--- src/supply_pkg.sv ---
// Summary of operation
// A supervisor that comes back on in full-performance mode has its events blocked for a fixed 2 us settling mask.
// Every supervisor event, false or not, sets its event flag and, with reset enable set, requests a power-on reset.
// While any supervisor event flag is set, all general-purpose pins are held in high impedance.
// With the low-power-keep bit at 0 the comparator is switched off in deep sleep modes 2 to 4 and back on in active mode.
// After a soft power-up clear or power-on reset the supervisors come up enabled without starting the settling mask.
// Software using full-performance mode should also set the low-power-keep bit of that supervisor.
// Software should switch a supervisor on in normal mode and select full performance only after the delay has expired.
// Software should keep both supervisors enabled at all times.
// With the low-side supervisor or monitor in normal mode, the CPU is held for 150 us on wake from modes 3 and 4.
// With low-side supervisor and monitor both off or both full-performance, the wake hold lasts only 2 us.
// On exit from modes 3 and 4 the internal oscillator runs above its programmed rate for up to 6 us.
// Software should set the main-clock divider to divide by two before modes 3 and 4 and restore it after a wait.
// The subsystem clock is not masked on exit from modes 3 and 4, so the overshoot reaches its peripherals.
// Software keeping the subsystem clock request set should halt dependent modules across modes 3 and 4.
// Software should wait until both settling-delay flags read 0 before entering modes 2 to 4.
// A supervisor re-enabled in normal mode gets a settling delay of about 150 us.
// Supervisor event flags stay set until software clears them or a reset clears them.
package supply_pkg;
  localparam int CLK_PERIOD_NS = 40;
  localparam int FP_MASK_NS = 2000;
  localparam int NORMAL_MASK_NS = 150000;
  localparam int OVERSHOOT_NS = 6000;
  // Least times round up, the overshoot is a longest time and rounds down
  localparam int FP_MASK_CYC = (FP_MASK_NS + CLK_PERIOD_NS - 1) / CLK_PERIOD_NS;
  localparam int NORMAL_MASK_CYC = (NORMAL_MASK_NS + CLK_PERIOD_NS - 1) / CLK_PERIOD_NS;
  localparam int OVERSHOOT_CYC = OVERSHOOT_NS / CLK_PERIOD_NS;
  localparam int CNT_W = 12;

  localparam logic [7:0] ADDR_CTRL = 8'h00;
  localparam logic [7:0] ADDR_STATUS = 8'h04;
  localparam logic [7:0] ADDR_MASK = 8'h08;
  localparam logic [7:0] ADDR_MODE = 8'h0C;
  localparam logic [7:0] ADDR_STATE = 8'h10;

  localparam int CTRL_W = 15;
  localparam int C_HS = 0;
  localparam int C_LS = 4;
  localparam int C_EN = 0;
  localparam int C_FP = 1;
  localparam int C_RST = 2;
  localparam int C_KEEP = 3;
  localparam int C_LMON_EN = 8;
  localparam int C_LMON_FP = 9;
  localparam int C_SUB_REQ = 10;
  localparam int C_DIV_LO = 11;
  localparam int C_MAIN_OSC = 14;
  localparam logic [CTRL_W-1:0] CTRL_RESET = 15'h0155;

  localparam int IRQ_W = 5;
  localparam int S_HS_EVT = 0;
  localparam int S_LS_EVT = 1;
  localparam int S_HS_DLY = 2;
  localparam int S_LS_DLY = 3;
  localparam int S_WAKE = 4;

  localparam logic [2:0] MODE_ACTIVE = 3'h0;
  localparam logic [2:0] MODE_DEEP_MIN = 3'h2;
  localparam logic [2:0] MODE_HOLD_MIN = 3'h3;
  localparam logic [2:0] MODE_MAX = 3'h4;

  localparam logic [1:0] HTRANS_NONSEQ = 2'h2;
  localparam logic HRESP_OKAY = 1'b0;

  typedef struct packed {
    logic enable;
    logic full_perf;
    logic reset_enable;
    logic lowpower_keep;
  } sup_cfg_t;

  typedef struct packed {
    logic hs_cmp_on;
    logic ls_cmp_on;
    logic hs_settling;
    logic ls_settling;
  } sup_state_t;
endpackage

--- src/supply_supervisor_event_mask.sv ---
// The address map and the AHB-Lite interface to the registers were chosen for this implementation.
`timescale 1ns/1ps
`default_nettype none
module supply_supervisor_event_mask (
  input wire logic I_SYS_CLK,
  input wire logic I_SRST,
  input wire logic I_HSEL,
  input wire logic [31:0] I_HADDR,
  input wire logic [1:0] I_HTRANS,
  input wire logic I_HWRITE,
  input wire logic [2:0] I_HSIZE,
  input wire logic [31:0] I_HWDATA,
  input wire logic I_HREADY,
  output logic [31:0] O_HRDATA,
  output logic O_HREADYOUT,
  output logic O_HRESP,
  input wire logic I_HS_TRIP,
  input wire logic I_LS_TRIP,
  input wire logic I_WAKE,
  output logic O_IRQ,
  output logic O_POR_REQ,
  output logic O_GPIO_HIZ,
  output logic O_CPU_HOLD,
  output logic O_MAIN_CLK_MASK,
  output logic O_SUB_CLK_REQ,
  output logic O_OSC_OVERSHOOT,
  output logic O_LS_MON_ON,
  output logic [2:0] O_MAIN_CLK_DIV,
  output logic [2:0] O_LP_MODE,
  output supply_pkg::sup_state_t O_SUP_STATE
);
  import supply_pkg::*;

  typedef enum logic [1:0] {ST_ACTIVE, ST_SLEEP, ST_WAKE_HOLD} pwr_state_t;

  logic [CTRL_W-1:0] ctrl;
  logic [IRQ_W-1:0] status;
  logic [IRQ_W-1:0] irq_mask;
  logic [IRQ_W-1:0] set_bits;
  logic [IRQ_W-1:0] clr_bits;
  logic [2:0] lp_mode;
  pwr_state_t state;
  logic [CNT_W-1:0] hold_cnt;
  logic [CNT_W-1:0] over_cnt;
  logic [2:0] sync1;
  logic [2:0] sync2;
  logic hs_trip;
  logic ls_trip;
  logic wake;
  sup_cfg_t hs_cfg;
  sup_cfg_t ls_cfg;
  logic deep;
  logic hs_on;
  logic ls_on;
  logic hs_evt;
  logic ls_evt;
  logic hs_settle;
  logic ls_settle;
  logic hs_settle_d;
  logic ls_settle_d;
  logic ls_normal;
  logic por;
  logic wake_done;
  logic [CNT_W-1:0] next_hold_cnt;

  // AHB-Lite slave
  logic addr_ok;
  logic wr_pend;
  logic rd_pend;
  logic [7:0] dp_addr;
  logic [31:0] rd_mux;

  assign addr_ok = I_HSEL && I_HREADY && (I_HTRANS == HTRANS_NONSEQ);
  // Reads take one wait state so a read right after a write sees the new value
  assign O_HREADYOUT = !rd_pend;
  assign O_HRESP = HRESP_OKAY;

  always_ff @(posedge I_SYS_CLK) begin
    if (I_SRST) begin
      wr_pend <= 1'b0;
      rd_pend <= 1'b0;
      dp_addr <= 8'h00;
    end else begin
      if (addr_ok) begin
        wr_pend <= I_HWRITE;
        rd_pend <= !I_HWRITE;
        dp_addr <= I_HADDR[7:0];
      end else begin
        wr_pend <= 1'b0;
        rd_pend <= 1'b0;
      end
    end
  end

  always_comb begin
    rd_mux = 32'h0000_0000;
    unique case (dp_addr)
      ADDR_CTRL: rd_mux[CTRL_W-1:0] = ctrl;
      ADDR_STATUS: rd_mux[IRQ_W-1:0] = status;
      ADDR_MASK: rd_mux[IRQ_W-1:0] = irq_mask;
      ADDR_MODE: rd_mux[2:0] = lp_mode;
      ADDR_STATE: rd_mux[6:0] = {O_OSC_OVERSHOOT, O_GPIO_HIZ, O_CPU_HOLD, hs_on, ls_on, hs_settle, ls_settle};
      default: rd_mux = 32'h0000_0000;
    endcase
  end

  always_ff @(posedge I_SYS_CLK) begin
    if (I_SRST) begin
      O_HRDATA <= 32'h0000_0000;
    end else if (rd_pend) begin
      O_HRDATA <= rd_mux;
    end
  end

  always_ff @(posedge I_SYS_CLK) begin
    if (I_SRST) begin
      ctrl <= CTRL_RESET;
      irq_mask <= '0;
    end else if (wr_pend) begin
      if (dp_addr == ADDR_CTRL) begin
        ctrl <= I_HWDATA[CTRL_W-1:0];
      end
      if (dp_addr == ADDR_MASK) begin
        irq_mask <= I_HWDATA[IRQ_W-1:0];
      end
    end
  end

  // Pins from the comparators and the wake source are asynchronous
  always_ff @(posedge I_SYS_CLK) begin
    if (I_SRST) begin
      sync1 <= 3'h0;
      sync2 <= 3'h0;
    end else begin
      sync1 <= {I_WAKE, I_LS_TRIP, I_HS_TRIP};
      sync2 <= sync1;
    end
  end
  assign hs_trip = sync2[0];
  assign ls_trip = sync2[1];
  assign wake = sync2[2];

  assign hs_cfg = '{enable: ctrl[C_HS + C_EN], full_perf: ctrl[C_HS + C_FP],
                    reset_enable: ctrl[C_HS + C_RST], lowpower_keep: ctrl[C_HS + C_KEEP]};
  assign ls_cfg = '{enable: ctrl[C_LS + C_EN], full_perf: ctrl[C_LS + C_FP],
                    reset_enable: ctrl[C_LS + C_RST], lowpower_keep: ctrl[C_LS + C_KEEP]};
  assign deep = (state == ST_SLEEP) && (lp_mode >= MODE_DEEP_MIN);

  supervisor_channel u_high_side (
    .i_clk(I_SYS_CLK),
    .i_srst(I_SRST),
    .i_cfg(hs_cfg),
    .i_deep(deep),
    .i_trip(hs_trip),
    .o_cmp_on(hs_on),
    .o_event(hs_evt),
    .o_settling(hs_settle)
  );

  supervisor_channel u_low_side (
    .i_clk(I_SYS_CLK),
    .i_srst(I_SRST),
    .i_cfg(ls_cfg),
    .i_deep(deep),
    .i_trip(ls_trip),
    .o_cmp_on(ls_on),
    .o_event(ls_evt),
    .o_settling(ls_settle)
  );

  // The monitor follows the same keep rule as the low-side supervisor
  assign O_LS_MON_ON = ctrl[C_LMON_EN] && !(deep && !ctrl[C_LS + C_KEEP]);
  assign O_SUP_STATE = '{hs_cmp_on: hs_on, ls_cmp_on: ls_on, hs_settling: hs_settle, ls_settling: ls_settle};

  always_ff @(posedge I_SYS_CLK) begin
    if (I_SRST) begin
      hs_settle_d <= 1'b0;
      ls_settle_d <= 1'b0;
      por <= 1'b0;
    end else begin
      hs_settle_d <= hs_settle;
      ls_settle_d <= ls_settle;
      por <= (hs_evt && hs_cfg.reset_enable) || (ls_evt && ls_cfg.reset_enable);
    end
  end
  assign O_POR_REQ = por;

  always_comb begin
    set_bits = '0;
    set_bits[S_HS_EVT] = hs_evt;
    set_bits[S_LS_EVT] = ls_evt;
    set_bits[S_HS_DLY] = hs_settle_d && !hs_settle;
    set_bits[S_LS_DLY] = ls_settle_d && !ls_settle;
    set_bits[S_WAKE] = wake_done;
  end
  assign clr_bits = (wr_pend && (dp_addr == ADDR_STATUS)) ? I_HWDATA[IRQ_W-1:0] : '0;

  // A new event in the clearing cycle stays set
  always_ff @(posedge I_SYS_CLK) begin
    if (I_SRST) begin
      status <= '0;
    end else begin
      status <= (status & ~clr_bits) | set_bits;
    end
  end
  assign O_IRQ = |(status & irq_mask);
  // Pins stay floating as long as software leaves a supervisor event flag standing
  assign O_GPIO_HIZ = status[S_HS_EVT] || status[S_LS_EVT];

  // Power mode sequencing
  assign ls_normal = (ls_cfg.enable && !ls_cfg.full_perf) || (ctrl[C_LMON_EN] && !ctrl[C_LMON_FP]);

  always_comb begin
    next_hold_cnt = hold_cnt;
    if (state == ST_SLEEP && wake && lp_mode >= MODE_HOLD_MIN) begin
      // Low side and monitor each off or in full performance give only the short hold
      next_hold_cnt = ls_normal ? CNT_W'(NORMAL_MASK_CYC - 1) : CNT_W'(FP_MASK_CYC - 1);
    end else if (hold_cnt != '0) begin
      next_hold_cnt = hold_cnt - 1'b1;
    end
  end

  always_ff @(posedge I_SYS_CLK) begin
    if (I_SRST) begin
      state <= ST_ACTIVE;
      lp_mode <= MODE_ACTIVE;
      hold_cnt <= '0;
      wake_done <= 1'b0;
    end else begin
      hold_cnt <= next_hold_cnt;
      wake_done <= 1'b0;
      unique case (state)
        ST_ACTIVE: begin
          // Out-of-range mode codes are dropped so the sequencer never parks in an undefined mode
          if (wr_pend && dp_addr == ADDR_MODE && I_HWDATA[2:0] != MODE_ACTIVE && I_HWDATA[2:0] <= MODE_MAX) begin
            lp_mode <= I_HWDATA[2:0];
            state <= ST_SLEEP;
          end
        end
        ST_SLEEP: begin
          if (wake) begin
            if (lp_mode >= MODE_HOLD_MIN) begin
              state <= ST_WAKE_HOLD;
            end else begin
              state <= ST_ACTIVE;
              lp_mode <= MODE_ACTIVE;
              wake_done <= 1'b1;
            end
          end
        end
        ST_WAKE_HOLD: begin
          if (hold_cnt == '0) begin
            state <= ST_ACTIVE;
            lp_mode <= MODE_ACTIVE;
            wake_done <= 1'b1;
          end
        end
      endcase
    end
  end

  // Oscillator overshoot window after a mode 3 or 4 exit
  always_ff @(posedge I_SYS_CLK) begin
    if (I_SRST) begin
      over_cnt <= '0;
    end else if (state == ST_SLEEP && wake && lp_mode >= MODE_HOLD_MIN) begin
      over_cnt <= CNT_W'(OVERSHOOT_CYC);
    end else if (over_cnt != '0) begin
      over_cnt <= over_cnt - 1'b1;
    end
  end
  assign O_OSC_OVERSHOOT = over_cnt != '0;

  assign O_CPU_HOLD = state != ST_ACTIVE;
  assign O_MAIN_CLK_MASK = state == ST_WAKE_HOLD;
  assign O_LP_MODE = lp_mode;
  assign O_MAIN_CLK_DIV = ctrl[C_DIV_LO +: 3];
  // No wake mask on the subsystem clock: the overshoot passes straight through
  assign O_SUB_CLK_REQ = ctrl[C_SUB_REQ] || (state != ST_SLEEP);

  // Checking helpers
  logic [CNT_W-1:0] hold_age;
  logic hold_long;
  always_ff @(posedge I_SYS_CLK) begin
    if (I_SRST) begin
      hold_age <= '0;
      hold_long <= 1'b0;
    end else begin
      hold_age <= (state == ST_WAKE_HOLD) ? hold_age + 1'b1 : '0;
      // Latched at the wake edge because software may retune the low side during the hold
      if (state == ST_SLEEP && wake) begin
        hold_long <= ls_normal;
      end
    end
  end

  chk_por_follows_evt: assert property (@(posedge I_SYS_CLK) disable iff (I_SRST)
    (ls_evt && ls_cfg.reset_enable) |=> O_POR_REQ && status[S_LS_EVT])
    else $error("low side event without reset request");
  chk_no_por_disabled: assert property (@(posedge I_SYS_CLK) disable iff (I_SRST)
    !((hs_evt && hs_cfg.reset_enable) || (ls_evt && ls_cfg.reset_enable)) |=> !O_POR_REQ)
    else $error("reset request without event");
  chk_gpio_hiz_flags: assert property (@(posedge I_SYS_CLK) disable iff (I_SRST)
    hs_evt |=> O_GPIO_HIZ)
    else $error("pins not floated after event");
  chk_cmp_off_deep: assert property (@(posedge I_SYS_CLK) disable iff (I_SRST)
    (deep && !hs_cfg.lowpower_keep) |-> !hs_on)
    else $error("comparator left on in deep sleep");
  chk_long_wake_hold: assert property (@(posedge I_SYS_CLK) disable iff (I_SRST)
    ($fell(O_MAIN_CLK_MASK) && hold_long) |-> $past(hold_age) == CNT_W'(NORMAL_MASK_CYC - 1))
    else $error("long wake hold length wrong");
  chk_short_wake_hold: assert property (@(posedge I_SYS_CLK) disable iff (I_SRST)
    ($fell(O_MAIN_CLK_MASK) && !hold_long) |-> $past(hold_age) == CNT_W'(FP_MASK_CYC - 1))
    else $error("short wake hold length wrong");
  chk_overshoot_len: assert property (@(posedge I_SYS_CLK) disable iff (I_SRST)
    (state == ST_SLEEP && wake && lp_mode >= MODE_HOLD_MIN) |=> O_OSC_OVERSHOOT ##150 !O_OSC_OVERSHOOT)
    else $error("overshoot window length wrong");
  chk_sub_clk_open: assert property (@(posedge I_SYS_CLK) disable iff (I_SRST)
    O_MAIN_CLK_MASK |-> O_SUB_CLK_REQ)
    else $error("subsystem clock masked on wake");
  chk_flag_sticky: assert property (@(posedge I_SYS_CLK) disable iff (I_SRST)
    (status[S_HS_EVT] && !clr_bits[S_HS_EVT]) |=> status[S_HS_EVT])
    else $error("event flag dropped without clear");
  chk_reset_no_mask: assert property (@(posedge I_SYS_CLK)
    $fell(I_SRST) |-> !hs_settle && !ls_settle && hs_on && ls_on)
    else $error("settling mask started by reset");
  chk_ls_cmp_off: assert property (@(posedge I_SYS_CLK) disable iff (I_SRST)
    (deep && !ls_cfg.lowpower_keep) |-> !ls_on)
    else $error("low side comparator left on in deep sleep");
  chk_hiz_ls_flag: assert property (@(posedge I_SYS_CLK) disable iff (I_SRST)
    ls_evt |=> O_GPIO_HIZ)
    else $error("pins not floated after low side event");
  chk_wake_flag: assert property (@(posedge I_SYS_CLK) disable iff (I_SRST)
    $fell(O_CPU_HOLD) |=> status[S_WAKE])
    else $error("wake done flag not set");
  chk_hold_start: assert property (@(posedge I_SYS_CLK) disable iff (I_SRST)
    (state == ST_SLEEP && wake && lp_mode >= MODE_HOLD_MIN) |=> O_MAIN_CLK_MASK && O_CPU_HOLD)
    else $error("wake hold not started");
  chk_shallow_wake: assert property (@(posedge I_SYS_CLK) disable iff (I_SRST)
    (state == ST_SLEEP && wake && lp_mode < MODE_HOLD_MIN) |=> !O_CPU_HOLD && !O_MAIN_CLK_MASK)
    else $error("shallow wake held the cpu");
  chk_settle_flag: assert property (@(posedge I_SYS_CLK) disable iff (I_SRST)
    $fell(hs_settle) |=> status[S_HS_DLY])
    else $error("settle done flag not set");
endmodule
`default_nettype wire

--- src/supervisor_channel.sv ---
`timescale 1ns/1ps
`default_nettype none
module supervisor_channel
  import supply_pkg::*;
(
  input wire logic i_clk,
  input wire logic i_srst,
  input wire supply_pkg::sup_cfg_t i_cfg,
  input wire logic i_deep,
  input wire logic i_trip,
  output logic o_cmp_on,
  output logic o_event,
  output logic o_settling
);
  logic prev_on;
  logic [CNT_W-1:0] mask_cnt;
  logic rise;
  logic [CNT_W-1:0] age;
  logic [CNT_W-1:0] mask_len;

  assign o_cmp_on = i_cfg.enable && !(i_deep && !i_cfg.lowpower_keep);
  assign rise = o_cmp_on && !prev_on;
  assign o_settling = rise || (mask_cnt != '0);
  // A trip during the mask is dropped; after it every trip counts, settled or not
  assign o_event = o_cmp_on && i_trip && !o_settling;

  // Starts at one so a comparator enabled out of reset starts no mask
  always_ff @(posedge i_clk) begin
    if (i_srst) begin
      prev_on <= 1'b1;
    end else begin
      prev_on <= o_cmp_on;
    end
  end

  always_ff @(posedge i_clk) begin
    if (i_srst) begin
      mask_cnt <= '0;
    end else if (rise) begin
      mask_cnt <= i_cfg.full_perf ? CNT_W'(FP_MASK_CYC - 1) : CNT_W'(NORMAL_MASK_CYC - 1);
    end else if (mask_cnt != '0) begin
      mask_cnt <= mask_cnt - 1'b1;
    end
  end

  always_ff @(posedge i_clk) begin
    if (i_srst) begin
      age <= '0;
      mask_len <= '0;
    end else begin
      age <= rise ? CNT_W'(1) : (o_settling ? age + 1'b1 : '0);
      if (rise) begin
        mask_len <= i_cfg.full_perf ? CNT_W'(FP_MASK_CYC) : CNT_W'(NORMAL_MASK_CYC);
      end
    end
  end

  chk_mask_length: assert property (@(posedge i_clk) disable iff (i_srst)
    $fell(o_settling) |-> age == mask_len)
    else $error("settling mask length wrong");
  chk_normal_mask_len: assert property (@(posedge i_clk) disable iff (i_srst)
    (rise && !i_cfg.full_perf) |-> ##1 mask_cnt == CNT_W'(NORMAL_MASK_CYC - 1))
    else $error("normal mode settling delay not loaded");
  chk_event_masked: assert property (@(posedge i_clk) disable iff (i_srst)
    (rise || (age != '0 && age < mask_len)) |-> !o_event)
    else $error("event passed during settling mask");
endmodule
`default_nettype wire

--- config.mk ---
export PLATFORM = sky130hd
export DESIGN_NAME = supply_supervisor_event_mask
export DESIGN_NICKNAME = d
export VERILOG_FILES = /design/src/supply_pkg.sv /design/src/supply_supervisor_event_mask.sv /design/src/supervisor_channel.sv
export SDC_FILE = /design/constraint.sdc
export NUM_CORES = 1
export LEC_CHECK = 0
export BUFFER_PORTS_ARGS = -buffer_cell sky130_fd_sc_hd__buf_2
export CAP_MARGIN = 20
export CORE_MARGIN = 5
export CORE_UTILIZATION = 45
export CTS_CLUSTER_DIAMETER = 30
export DETAILED_ROUTE_END_ITERATION = 6
export HOLD_SLACK_MARGIN = 0.15
export MAX_ROUTING_LAYER = met4
export PLACE_DENSITY = 0.72
export SLEW_MARGIN = 20
export SYNTH_ARGS = -nofsm -noshare
export SYNTH_HDL_FRONTEND = slang
export SYNTH_SLANG_ARGS = --single-unit
--- constraint.sdc ---
create_clock -name I_SYS_CLK -period 2.5 [get_ports I_SYS_CLK]
set_input_delay 0.25 -clock I_SYS_CLK [delete_from_list [all_inputs] [get_ports I_SYS_CLK]]
set_output_delay 0.25 -clock I_SYS_CLK [all_outputs]
set_load 0.01 [all_outputs]
Word-level counts from Yosys, hierarchy flattened

Index checks and enable logic that the tools add are counted.

Flip-flop bits (word level): 115
Input port bits: 77
Output and inout bits: 52
Word-level logic and storage cells: 140

Add/subtract/negate cells: 4
$lt $le $gt $ge: 3
Eq/ne operators: 12
Mux-type cells: 30
Bitwise logic cells: 5
Reduce and logical (&&, ||, !) cells: 64

Operators by type and width:

| kind                  | number |
|---|---|
| $mux 12               | 9 |
| $reduce_bool 12->1    | 4 |
| $sub 12x1->12 const B | 4 |
| $logic_and 1x1->1     | 26 |
| $mux 8                | 3 |
| $eq 8x4->1 const B    | 2 |
| $pmux 3 s5            | 1 |
| $logic_not 1->1       | 12 |
| $logic_not 12->1      | 1 |
| $mux 3                | 4 |
| $and 5x5->5           | 2 |
| $reduce_bool 2->1     | 5 |
| $pmux 3 s3            | 1 |
| $eq 8x3->1 const B    | 1 |
| $eq 8x5->1 const B    | 1 |
| $logic_not 8->1       | 1 |
| $mux 2                | 4 |
| $pmux 2 s4            | 1 |
| $ge 3x2->1 const B    | 2 |
| $logic_or 1x1->1      | 6 |
| $ne 2x2->1 const B    | 3 |
| $pmux 2 s3            | 1 |
| $mux 5                | 1 |
| $not 5->5             | 1 |
| other kinds (16)      | 22 |

Longest topological paths before layout

Depth in word-level cells: 11
Mapped depth: 9
Mapped depth without buffers: 8

Cells and area by module

A second synthesis with hierarchy kept.

Cells, all modules: 633
Area total of the unflattened synthesis: 5544.1 µm²

By module, submodules not included:

| module                       | times used | cells each | area an instance (µm²) | seq. area each (µm²) |
|---|---|---|---|---|
| supply_supervisor_event_mask | 1          | 479        | 4077.7                 | 1781.7 |
| supervisor_channel           | 2          | 77         | 733.2                  | 260.2 |

Worst setup path after synthesis

OpenSTA, ideal clock, no wires.

Kind: register -> register
Start point: reg over_cnt[0]
End point: reg over_cnt[4]
Library setup time: 0.128 ns
Arrival: 1.665 ns
Required time: 2.372 ns
Path slack: 0.707 ns
Stages on the path, launching flop included: 9
Path buffers: 1
Period minus slack after synthesis: 1.793 ns
Cells stage by stage: dfxtp_1 > inv_1 > ha_1 > nor3b_1 > nand4b_1 > buf_2 > nand2_1 > xor2_1 > a21oi_1

Elaborated cells on any way between the ends: 5
Those cells by class: add/sub: 1; mux: 2; reduce/logical: 2

RTL lines:

| element                     | line                                | source |
|---|---|---|
| start: declaration          | supply_supervisor_event_mask.sv:44  | `logic [CNT_W-1:0] over_cnt;` |
| start signal: assignment    | supply_supervisor_event_mask.sv:267 | `over_cnt <= CNT_W'(OVERSHOOT_CYC);` |
| start signal: assignment    | supply_supervisor_event_mask.sv:269 | `over_cnt <= over_cnt - 1'b1;` |
| $reduce_bool 12->1          | n/a                                 |  |
| net O_OSC_OVERSHOOT         | supply_supervisor_event_mask.sv:26  | `output logic O_OSC_OVERSHOOT,` |
| $reduce_bool 2->1 (no line) | n/a                                 |  |

The timed path passes the listed nets, and every way through them passes these cells. The select of a mux whose other input is x is not followed.
A chain may end at the register's enable or synchronous reset.

==> flow_metrics.tcl <==
set metrics [dict create \
    status "finished clean" \
    pre_cts_slack_ns 0.3435 \
    fp.dieW_um 120.1 \
    start_util_pct 45.61 \
    start_kind "flip-flop" \
    r2r_setup_slack_ns 0.44 \
    rsz0062_at_grt "no" \
    diodes 0 \
    finalSetupTns_ns 0 \
    syn_area_per_cell_um2 8.645 \
    top_usage_layer "met2" \
    cp_data_required_time_ns 2.25 \
    grt_util_met3_pct 4.477 \
    cp-end-kind "output port" \
    grt-ovfl-total 0 \
    num_vias 4722 \
    p_per_area_nw_per_um2 1102 \
    dp.cells 821 \
    tritoncts "done" \
    async_flop_share_pct 0 \
    regArea_um2 2302 \
    cp_max_fo 7 \
    syn_area_um2 5455 \
    vdd_drop_max_mv 0.5748 \
    cts_buffer_depth 2 \
    routed_wirelength_um 13350 \
    vias_per_cell 5.378 \
    hold_class "input pin to flip-flop" \
    fin_ws_ns 0.1783 \
    slew_headroom_pct 53.42 \
    nFillCells 1035 \
    maxSlewViolCount 0 \
    drc 0 \
    grt_max_degree 53 \
    arrival_ns 2.07 \
    drtAntennaViolNets 0 \
    layout-drive-gt1-share_pct 18.33 \
    synth_top_family_by_area "simple AND/OR/NAND/NOR gates" \
    antenna_found_initial 0 \
    synth_compound_area_share_pct 14.47 \
    path_class "flip-flop to output port" \
    grt_pass1_wl_um 22040 \
    cts-buffers-inserted 17 \
    p_total_mw 7.419 \
    maxCapViolations 0 \
    core_um2 11960 \
    cts_root_buf "clkbuf_16" \
    multiInputGateArea_um2 2855 \
    period_minus_slack_ns 2.322 \
    grt_usage_pct 19.37 \
    synthSimpleGateAreaFrac_pct 25.46 \
    die_h_um 120.1 \
    first_iter_violations 272 \
    grt_use_met1_pct 22.90 \
    synth_flop_cell "dfxtp_1" \
    syn_to_final_growth_pct 23.37 \
    syn_inst 631 \
    p_leak_nw 2.794 \
    hold_viol 0 \
    portBuffers 66 \
    placementRows 40 \
    h-tree-depth 4 \
    synth_adder_area_share_pct 2.248 \
    yosys_warnings 0 \
    finClkSkew_ns 0.007921 \
    yosysUniqueCellTypes 70 \
    cts_setup_buffers 0 \
    worstHoldPathCells 3 \
    worst-r2r-cell-count 8 \
    finalSetupViolations 0 \
    clk_latency_ns 0.41 \
    layout.nets 805 \
    post-route-util_pct 56.27 \
    gp_congestion 0.8950 \
    wire_per_inst_um 15.21 \
    fmax_ghz 0.4307 \
    synthMuxAreaShare_pct 3.807 \
    cts.clk_slew.worst_paths_ns 0.05 \
    dieArea_um2 14430 \
    ios 129 \
    stdcell_count 878 \
    cts_num_sinks 115 \
    grtUsageMet2_pct 32.03 \
    fin_crit_sh_pct 92.87 \
    ys_seq_area_share_pct 42.20 \
    dpl.hpwl_um 9293 \
    ys_ff_latch 115 \
    grt_pass1_vias 4622 \
    worstMarginPinSlew_ns 0.6924 \
    synth_enable_flop_cells 0 \
    synthXorXnorAreaFrac_pct 4.656 \
    dr.pass1.iters 6 \
]
==> cell usage in the layout (no fill, tap or decap), drive strengths merged, types with 13 or more instances in the layout <==
cell type	count
clkbuf	21
nor2	68
dfxtp	115
a22oi	15
nor3	20
mux2i	14
nand2	84
nand3	15
conb	18
xnor2	16
nor2b	16
a21oi	57
xor2	13
dlygate4sd3	26
inv	22
buf	76
==> critical path: stages, from the launching register on <==
cell and delay, ns:
dfxtp_1 0.36, nor4_2 0.43, and4b_1 0.44, and2_4 0.26, inv_1 0.05, buf_2 0.13
==> path summary, 6_finish.rpt <==
path | startpoint | end
min | I_HWDATA[2] | O_LP_MODE[2]$_SDFFE_PP0P_
max reg2reg | state[1]$_SDFFE_PP0P_ | O_HRDATA[2]$_SDFFE_PP0P_
max | u_high_side.mask_cnt[2]$_SDFFE_PP0P_ | O_SUP_STATE[1]
min reg2reg | sync1[0]$_SDFF_PP0_ | sync2[0]$_SDFF_PP0_
==> Yosys cell counts, drive strengths merged (2+ instances only) <==
cell | n | share of area, %
nor2 | 68 | 4.7
a22o | 2 | 0.32
nor4b | 2 | 0.44
nor3b | 5 | 0.78
inv | 22 | 1.5
o32ai | 3 | 0.48
mux2i | 14 | 2.6
and3 | 4 | 0.46
o22ai | 4 | 0.46
nor2b | 16 | 1.8
mux4 | 2 | 0.83
nor3 | 20 | 2.2
a211o | 3 | 0.64
nand2b | 12 | 1.4
nand3b | 8 | 1.1
a21o | 2 | 0.28
mux2 | 2 | 0.41
buf | 32 | 4.3
and2 | 4 | 0.50
dfxtp | 115 | 42
nand3 | 15 | 1.6
xnor2 | 16 | 2.6
a21oi | 57 | 5.6
o41ai | 2 | 0.67
nand4b | 9 | 1.6
o31ai | 2 | 0.28
o21ai | 11 | 1.0
and4b | 3 | 0.55
a211oi | 6 | 0.83
or3 | 3 | 0.34
nor4 | 9 | 1.3
a22oi | 15 | 2.1
a2111oi | 2 | 0.55
clkbuf | 18 | 1.2
xor2 | 13 | 2.1
a21boi | 2 | 0.28
ha | 9 | 2.1
nand2 | 84 | 5.8
==> cell type report <==
cell class	instances	share of cell area, %
Multi-Input combinational cell	461	42.42
Inverter	22	1.227
Clock buffer	21	6.841
Timing Repair Buffer	102	9.890
Sequential cell	115	34.21
Tap cell	147	2.733
Clock inverter	10	2.677
==> power breakdown <==
part           leakage, nW  internal, mW  switching (mW)
logic                 1.55          1.07            1.24
registers            0.938          2.15           0.325
clock network        0.309          1.81           0.819
==> state kept, by name (all words and copies together) (netlist names) <==
signal / cells
O_HRDATA: 15
ctrl: 15
hold_cnt: 12
over_cnt: 12
u_high_side.mask_cnt: 12
u_low_side.mask_cnt: 12
dp_addr: 8
irq_mask: 5
status: 5
O_LP_MODE: 3
sync1: 3
sync2: 3
state: 2
O_POR_REQ: 1
hs_settle_d: 1
ls_settle_d: 1
rd_pend: 1
u_high_side.prev_on: 1
u_low_side.prev_on: 1
wake_done: 1
wr_pend: 1
==> layer usage <==
layer,wire [µm],share of wire [%]
met1,5955,45
met2,6553,49
met3,595,4.5
met4,247,1.9
met5,0,0
==> through the flow <==
stage	hold WS, ns	area, µm²
CTS	0.1540	6721
global route	0.1702	6730
floorplan	0.3293	5519
detailed placement	0.4218	5804
finish	0.1706	6730
global placement	0.4182	5804
==> what timing repair did <==
action / in CTS / in global routing
hold buffers: 26 / 0
resized for setup: 3 / 1
hold endpoints to repair: 29 / 0
setup endpoints to repair: 1 / 1
cloned: 0 / 0
==> cells by family (layout without fill, tap and decap cells) <==
group           after synthesis  count (layout)
other cells                   1              18
flops                       115             115
compound gates              118             118
xor+xnor                     29              29
fa+ha+maj                    10              10
simple gates                268             268
buf+inv                      72             155
mux                          18              18
(Power assumes the default switching activity.)
